$ cat src/rtl/clkgen_pkg.sv
// Constants and mode types for the switch port clock generator
package clkgen_pkg;

  // Reference clock period and the derived cycle counts
  localparam int unsigned MCLK_PERIOD_NS = 20;
  localparam int unsigned USEC_NS        = 1000;
  localparam int unsigned USEC_CYCLES    = USEC_NS / MCLK_PERIOD_NS;
  localparam int unsigned CNT_W          = 16;

  // Reset value of the microsecond divider setting (cycles per microsecond)
  localparam logic [CNT_W-1:0] USEC_DIV_RST = CNT_W'(USEC_CYCLES);

  // Half periods of the derived clocks
  localparam logic [CNT_W-1:0] MDC_HALF_US  = 16'h0001;  // 2 us period
  localparam logic [CNT_W-1:0] SCL_HALF_US  = 16'h000a;  // 20 us period
  localparam logic [CNT_W-1:0] RMII100_HALF = 16'h0001;  // Reference / 2
  localparam logic [CNT_W-1:0] RMII10_HALF  = 16'h000a;  // Reference / 20
  localparam logic [CNT_W-1:0] GPSI_HALF    = 16'h0001;  // Reference / 2
  localparam logic [CNT_W-1:0] GIG_RX_HALF  = 16'h0001;  // Reference / 2

  // Fast port interface modes
  typedef enum logic [2:0] {
    FAST_NORMAL   = 3'b001,
    FAST_REV_MII  = 3'b010,
    FAST_REV_GPSI = 3'b100
  } fast_mode_t;

  // Gigabit port interface modes
  typedef enum logic [2:0] {
    GIG_OTHER   = 3'b001,
    GIG_GMII    = 3'b010,
    GIG_REV_MII = 3'b100
  } gig_mode_t;

endpackage : clkgen_pkg

$ cat src/rtl/clk_divider.sv
// Enabled divide-by-2N toggle generator with a terminal-count pulse
`timescale 1ns/1ps
`default_nettype none

module clk_divider (
  input  wire logic                       mclk,
  input  wire logic                       sys_rst,
  input  wire logic                       count_en,
  input  wire logic [clkgen_pkg::CNT_W-1:0] half_count,
  output logic                            tick,
  output logic                            clk_out
);
  import clkgen_pkg::*;

  logic [CNT_W-1:0] count_r;
  logic [CNT_W-1:0] count_nxt;
  logic             clk_out_r;
  logic             clk_out_nxt;

  // Terminal count: one enable pulse per half period
  assign tick    = count_en && (count_r == '0);
  assign clk_out = clk_out_r;

  // Reload on terminal count and toggle the output for near 50% duty
  always_comb begin
    count_nxt   = count_r;
    clk_out_nxt = clk_out_r;
    if (tick) begin
      count_nxt   = (half_count == '0) ? '0 : half_count - CNT_W'(1);
      clk_out_nxt = ~clk_out_r;
    end else if (count_en) begin
      count_nxt = count_r - CNT_W'(1);
    end
  end

  // Known phase after reset
  always_ff @(posedge mclk) begin
    if (sys_rst) begin
      count_r   <= '0;
      clk_out_r <= 1'b0;
    end else begin
      count_r   <= count_nxt;
      clk_out_r <= clk_out_nxt;
    end
  end

endmodule : clk_divider

`default_nettype wire

$ cat src/rtl/switch_port_clock_generation.sv
// Clock generation for the switch fast ports, gigabit port and management pins
`timescale 1ns/1ps
`default_nettype none

// Overview of operation
// - Build a one microsecond tick from the reference, using the programmable divider setting.
// - Management clock is the fast reference divided by one hundred.
// - Two-wire serial clock is the fast reference divided by one thousand.
// - Off-nominal reference rescales management and serial clocks through the divider setting.
// - Reverse MII fast port clocks are reference over two or over twenty.
// - Reverse GPSI fast port clocks are reference over two from a 50 MHz reference.
// - In GMII mode the gigabit transmit clock equals the gigabit reference.
// - Gigabit reverse MII receive clock is reference over two, 100 Mbps only.
module switch_port_clock_generation (
  input  wire logic                         mclk,
  input  wire logic                         sys_rst,
  input  wire logic [clkgen_pkg::CNT_W-1:0] microsecond_divider,
  input  wire clkgen_pkg::fast_mode_t       fast_port_mode,
  input  wire logic                         fast_port_speed_100,
  input  wire clkgen_pkg::gig_mode_t        gig_port_mode,
  input  wire logic                         gig_ref_clk,
  output logic                              usec_tick,
  output logic                              mdc,
  output logic                              scl,
  output logic                              fast_tx_clk,
  output logic                              fast_rx_clk,
  output logic                              gig_tx_clk,
  output logic                              gig_rx_clk
);
  import clkgen_pkg::*;

  logic             fast_active;
  logic [CNT_W-1:0] fast_half;
  logic             fast_rst;
  logic             fast_clk;
  logic [CNT_W-1:0] fast_half_r;
  logic [CNT_W-1:0] fast_half_nxt;
  logic             fast_restart;
  logic             gig_rx_active;
  logic             gig_rx_rst;
  logic             gig_rx_div;
  logic             mdc_div;
  logic             scl_div;
  logic [CNT_W-1:0] usec_half;
  logic             usec_pulse;

  // Reference cycles between microsecond ticks; a zero setting falls back to nominal
  assign usec_half = (microsecond_divider == '0) ? USEC_DIV_RST : microsecond_divider;

  // Microsecond timebase: one pulse every usec_half reference cycles
  clk_divider u_usec (
    .mclk       (mclk),
    .sys_rst    (sys_rst),
    .count_en   (1'b1),
    .half_count (usec_half),
    .tick       (usec_pulse),
    .clk_out    ()
  );
  assign usec_tick = usec_pulse;

  // Management clock toggles every microsecond: 500 kHz from a nominal reference
  clk_divider u_mdc (
    .mclk       (mclk),
    .sys_rst    (sys_rst),
    .count_en   (usec_pulse),
    .half_count (MDC_HALF_US),
    .tick       (),
    .clk_out    (mdc_div)
  );

  // Serial clock toggles every ten microseconds: 50 kHz from a nominal reference
  clk_divider u_scl (
    .mclk       (mclk),
    .sys_rst    (sys_rst),
    .count_en   (usec_pulse),
    .half_count (SCL_HALF_US),
    .tick       (),
    .clk_out    (scl_div)
  );

  // Fast port half period by mode and speed
  always_comb begin
    fast_active = 1'b0;
    fast_half   = RMII100_HALF;
    unique case (fast_port_mode)
      FAST_NORMAL: begin
        fast_active = 1'b0;
      end
      FAST_REV_MII: begin
        fast_active = 1'b1;
        fast_half   = fast_port_speed_100 ? RMII100_HALF : RMII10_HALF;
      end
      FAST_REV_GPSI: begin
        fast_active = 1'b1;
        fast_half   = GPSI_HALF;
      end
      default: begin
        fast_active = 1'b0;
      end
    endcase
  end

  // Remembers the fast port half period last applied to the divider
  always_comb begin
    fast_half_nxt = fast_half;
  end

  // A stale count from a slower setting would otherwise delay the new rate
  always_ff @(posedge mclk) begin
    if (sys_rst) begin
      fast_half_r <= RMII100_HALF;
    end else begin
      fast_half_r <= fast_half_nxt;
    end
  end

  // Restart on a new half period so the new rate starts from a known phase
  assign fast_restart = (fast_half_r != fast_half);

  // Held in reset while idle, so each entry from normal mode starts from a known phase
  assign fast_rst = sys_rst | ~fast_active | fast_restart;

  clk_divider u_fast (
    .mclk       (mclk),
    .sys_rst    (fast_rst),
    .count_en   (1'b1),
    .half_count (fast_half),
    .tick       (),
    .clk_out    (fast_clk)
  );

  // Gigabit reverse MII receive clock; divided from the 50 MHz mclk, not from gig_ref_clk
  always_comb begin
    gig_rx_active = 1'b0;
    unique case (gig_port_mode)
      GIG_OTHER:   gig_rx_active = 1'b0;
      GIG_GMII:    gig_rx_active = 1'b0;
      GIG_REV_MII: gig_rx_active = 1'b1;
      default:     gig_rx_active = 1'b0;
    endcase
  end

  assign gig_rx_rst = sys_rst | ~gig_rx_active;

  clk_divider u_gig_rx (
    .mclk       (mclk),
    .sys_rst    (gig_rx_rst),
    .count_en   (1'b1),
    .half_count (GIG_RX_HALF),
    .tick       (),
    .clk_out    (gig_rx_div)
  );

  // Output clocks straight from the divider flops
  assign mdc         = mdc_div;
  assign scl         = scl_div;
  assign fast_tx_clk = fast_clk;
  assign fast_rx_clk = fast_clk;
  assign gig_rx_clk  = gig_rx_div;

  // Forwarded gigabit reference; quiet outside GMII mode
  assign gig_tx_clk = (gig_port_mode == GIG_GMII) ? gig_ref_clk : 1'b0;

endmodule : switch_port_clock_generation

`default_nettype wire

$ cat config.mk
export PLATFORM = sky130hd
export DESIGN_NAME = switch_port_clock_generation
export DESIGN_NICKNAME = d
export VERILOG_FILES = /design/src/rtl/clkgen_pkg.sv /design/src/rtl/clk_divider.sv /design/src/rtl/switch_port_clock_generation.sv
export SDC_FILE = /design/constraint.sdc
export NUM_CORES = 1
export LEC_CHECK = 0
export BUFFER_PORTS_ARGS = -buffer_cell sky130_fd_sc_hd__buf_4
export CORE_UTILIZATION = 30
export CTS_CLUSTER_SIZE = 8
export DETAILED_ROUTE_END_ITERATION = 6
export MAX_ROUTING_LAYER = met4
export PLACE_DENSITY_LB_ADDON = 0.08
export SETUP_SLACK_MARGIN = 0.2
export SLEW_MARGIN = 20
export SYNTH_ARGS = -nofsm -noshare
export SYNTH_HDL_FRONTEND = slang
export SYNTH_HIERARCHICAL = 1
export SYNTH_SLANG_ARGS = --single-unit
$ cat constraint.sdc
create_clock -name mclk -period 3.8 [get_ports mclk]
set_clock_uncertainty 0.15 [all_clocks]
set_input_delay 0.95 -clock mclk [delete_from_list [all_inputs] [get_ports mclk]]
set_output_delay 0.95 -clock mclk [all_outputs]
set_load 0.1 [all_outputs]
* After elaboration in Yosys (flattened, before gate mapping)
Index checks and enable logic that the tools add are counted.
Storage, ports and cells: register bits 100, latch bits 0, memory bits (writable) 0, memory bits (read-only) 0, input bits 26, output and inout bits 7, memories kept 0
Cells by class: add/subtract/negate cells 7, $mul 0, div/mod/pow operators 0, $lt $le $gt $ge 0, eq/ne operators 5, shifts and indexed selects 0, muxes and demuxes 12, bitwise gates (word level) 9, reduce and logical (&&, ||, !) cells 15
Operators by type and width (count):
- logical NOT 16 bit | 8
- subtractor 16 x 1 -> 16 bit (second input constant) | 6
- 2-to-1 mux 16 bit | 5
- 2-to-1 mux 4 bit | 4
- inequality test 16 bit | 1
- OR reduction 2 bit | 4
- == test 3 x 2 -> 1 bit (second input constant) | 2
- == test 3 bit (second input constant) | 2
- inverter 1 bit | 6
- subtractor 4 x 1 -> 5 bit (second input constant) | 1
- 2-to-1 mux 1 bit | 3
- bitwise OR 1 bit | 3
- logical AND 1 bit | 2
- nonzero test 2 bit | 1

* Depth between registers and ports, before layout
word-level depth 6, mapped depth 13, depth with buffers taken out 11

* Hierarchy
The synthesis kept the hierarchy.
By module, submodules not included:
- clk_divider at u_fast ... | instances 3, cells each 175, area each 1326.3 sq um
- clk_divider at u_scl ... | instances 2, cells each 177, area each 1333.8 sq um
- switch_port_clock_generation | instances 1, cells each 37, area each 241.5 sq um

* Worst setup path after synthesis
No wires, ideal clock.
kind input-to-output, start point input port gig_port_mode[2], end point output port gig_tx_clk, arrival 3.863 ns, required time 2.700 ns, path slack -1.163 ns, stages on the path 1, cells stage by stage nor4bb_1
Between the ends: word-level cells in the longest chain between the ends 2
RTL lines:
- start, declared | line switch_port_clock_generation.sv:20 | input wire clkgen_pkg::gig_mode_t gig_port_mode,
- == test 3 x 2 -> 1 bit | line switch_port_clock_generation.sv:162 | assign gig_tx_clk = (gig_port_mode == GIG_GMII) ? gig_ref_clk : 1'b0;
- 2-to-1 mux 1 bit | line switch_port_clock_generation.sv:162
- end, declared | line switch_port_clock_generation.sv:27 | output logic gig_tx_clk,
Every way passes these cells.

* Worst setup path in the final report
start point register u_usec.count_r[3], end point output port usec_tick
Between the ends: word-level cells in the longest chain between the ends 1
RTL lines:
- start, declared | line clk_divider.sv:15 | logic [CNT_W-1:0] count_r;
- start signal, assigned | line clk_divider.sv:42 | count_r <= count_nxt;
- logical NOT 16 bit | line clk_divider.sv:21 | assign tick = count_en && (count_r == '0);
- end, declared | line switch_port_clock_generation.sv:22 | output logic usec_tick,
Every way passes these cells.

==> results.py <==
metrics = {
    "status": {
        "status": "finished clean",
    },
    "sta": {
        "setup_violations": 0,
        "worst_pin_slew_ns": 0.8560,
        "fmax_mhz": 286.3,
        "slew-limit-headroom": 0.4213,
        "rsz0062_at_grt": "no",
        "min_period_ns": 3.492,
        "tns_ns": 0,
        "hold_slack_ns": 0.3243,
        "period_share": 0.9190,
        "hold_violations": 0,
        "slew_viol_final": 0,
    },
    "place": {
        "hpwl_um": 13310,
        "dp_cells": 1420,
        "finalWeightedCongestion": 0.8116,
        "port_buffers": 32,
    },
    "clock_tree": {
        "clockBufferDepth": 2,
        "cts_made_buffers": 9,
        "clock_latency_ns": 0.35,
        "post_cts_resized": 1,
        "htree_levels": 3,
        "clockRootBuffer": "clkbuf_16",
        "cts_num_sinks": 86,
        "clk_pin_slew_worst_paths_ns": 0.07,
        "ctsHoldBuffers": 0,
        "cts_setup_buffers": 0,
        "cts_tree": "built",
    },
    "global_route": {
        "track_usage": 0.1622,
        "grt_pass1_vias": 6253,
        "met1_usage": 0.2271,
        "grt_pass1_wl_um": 30580,
        "use_met2": 0.2448,
        "antenna_found_initial": 0,
        "grt_max_degree": 39,
        "grt_util_met3": 0.01588,
        "grt.busiest_layer": "met2",
        "grt_overflow": 0,
    },
    "layout": {
        "fin_nets": 1192,
        "fin_cells": 1436,
        "syn_to_final_growth_pct": 23.47,
        "nFillCells": 2386,
        "antenna-diode-count": 0,
        "drive_above_1_share": 0.09429,
    },
    "routing": {
        "remaining_drc_errors": 0,
        "vias": 6683,
        "wl_per_cell_um": 12.35,
        "ant_nets": 0,
        "avgViaCountPerCell": 4.654,
        "dr.pass1.iters": 5,
        "drt_iter0_drc": 333,
        "wl_um": 17730,
    },
    "setup_path": {
        "slowest_stage": "or4_4",
        "crit_chain": "or4_4 -> or4_4 -> clkinv_2 -> buf_4 -> buf_6",
        "crit_required_ns": 2.70,
        "worstPathArrival_ns": 2.39,
        "r2r_start": "u_usec/count_r[3]",
        "reg2reg_depth": 9,
        "r2r-end": "u_mdc/count_r[5]",
        "worstSetupEndpointType": "output pin",
        "critical_path.startpoint": "u_usec/count_r[3]",
        "regToRegSetupSlack_ns": 0.37,
        "critPathMostFrequentCell": "or4_4",
        "crit_fanout": 8,
        "cp_slowest_stage_delay_ns": 0.58,
        "setup.worst_path.class": "flip-flop to output pin",
        "crit_path_start_kind": "flip-flop",
    },
    "die": {
        "start_util": 0.3103,
        "dieArea_mm2": 0.02346,
        "die_w_um": 153.2,
        "rows": 54,
        "io_pins": 33,
        "core_region_area_mm2": 0.02209,
        "die_h_um": 153.2,
    },
    "synthesis": {
        "synthCells": 913,
        "yosysWarnings": 6,
        "synth_area_mm2": 0.006855,
        "synth.avg_cell_area_um2": 7.509,
    },
    "power": {
        "ir_drop_v": 0.0003265,
        "p_per_area_mw_per_mm2": 523.5,
        "p_leak_nw": 3.500,
    },
    "worst_hold_path": {
        "min_from": "u_usec/count_r[8]",
        "min_path_type": "flip-flop to flip-flop",
        "worst_hold_path.num_cells": 2,
        "hold_end": "u_usec/count_r[8]",
    },
    "flow_run": {
        "cap_violations": 0,
    },
}
sequential cells by signal, indices dropped and copies added, names as in the netlist:
name              cells
u_usec/count_r       16
u_scl/count_r        16
u_gig_rx/count_r     16
u_mdc/clk_out         1
u_fast/count_r       16
u_mdc/count_r        16
u_fast/clk_out        1
u_gig_rx/clk_out      1
fast_half_r           2
u_scl/clk_out         1
layout make-up:
cell class              count  area (µm²)  area share
multi-input cells         972        5613      0.6631
inverters                  36       138.9     0.01641
clock inverters             5       58.81    0.006948
flip-flops and latches     86        1722      0.2034
clock buffers              11       232.7     0.02749
repair buffers             46       349.1     0.04124
well taps                 280       350.3     0.04139
critical path, delay by kind of cell (launching register included):
kind,cells,cell delay (ns)
buf+inv,3,0.54
flops,1,0.36
simple gates,2,1.15
metal layers:
| layer | up-vias | wire length [µm] |
|---|---|---|
| li1 | 3617 | - |
| met1 | 2985 | 9821 |
| met2 | 72 | 7440 |
| met3 | 9 | 285 |
| met4 | 0 | 182 |
| met5 | - | 0 |
cell usage in the layout, fill, tap and decap left out, drive strengths merged, types with 10 or more instances in the layout:
cell,count
a21oi,82
a211oi,16
nand3,39
inv,34
nand2,85
nor4,41
xor2,23
conb,232
nor3b,15
or4,16
a31oi,12
ha,15
o21a,10
o21ai,41
buf,46
nor4b,12
nand4,24
nor2,70
dfxtp,86
clkbuf,11
and3,11
nor3,69
xnor2,52
report_power, final:
group / switching (mW) / leakage (nW) / internal [mW]
clock network: 0.403 / 0.136 / 0.513
registers: 0.253 / 0.699 / 1.10
logic: 1.27 / 2.66 / 0.892
stage by stage:
step / instance area [µm²] / total power, mW / setup slack (ns) / utilization
CTS: 8461 / 4.436 / 0.2138 / 0.3829
global route: 8464 / 4.807 / 0.2143 / 0.3831
finish: 8464 / 4.431 / 0.3077 / 0.3831
detailed placement: 8164 / 3.490 / 0.3594 / 0.3695
floorplan: 7734 / 3.051 / 0.3072 / -
global placement: 8164 / 3.517 / 0.3993 / 0.3695
worst max path at each step:
stage | endpoint | slack (ns) | cells past startpoint
floorplan | u_scl/count_r[3] | 0.31 | 9
global placement | u_mdc/count_r[5] | 0.40 | 10
detailed placement | u_usec/count_r[3] | 0.36 | 11
CTS | usec_tick | 0.21 | 5
global route | usec_tick | 0.21 | 5
finish | usec_tick | 0.31 | 5
Power figures use the tool's default switching activity.
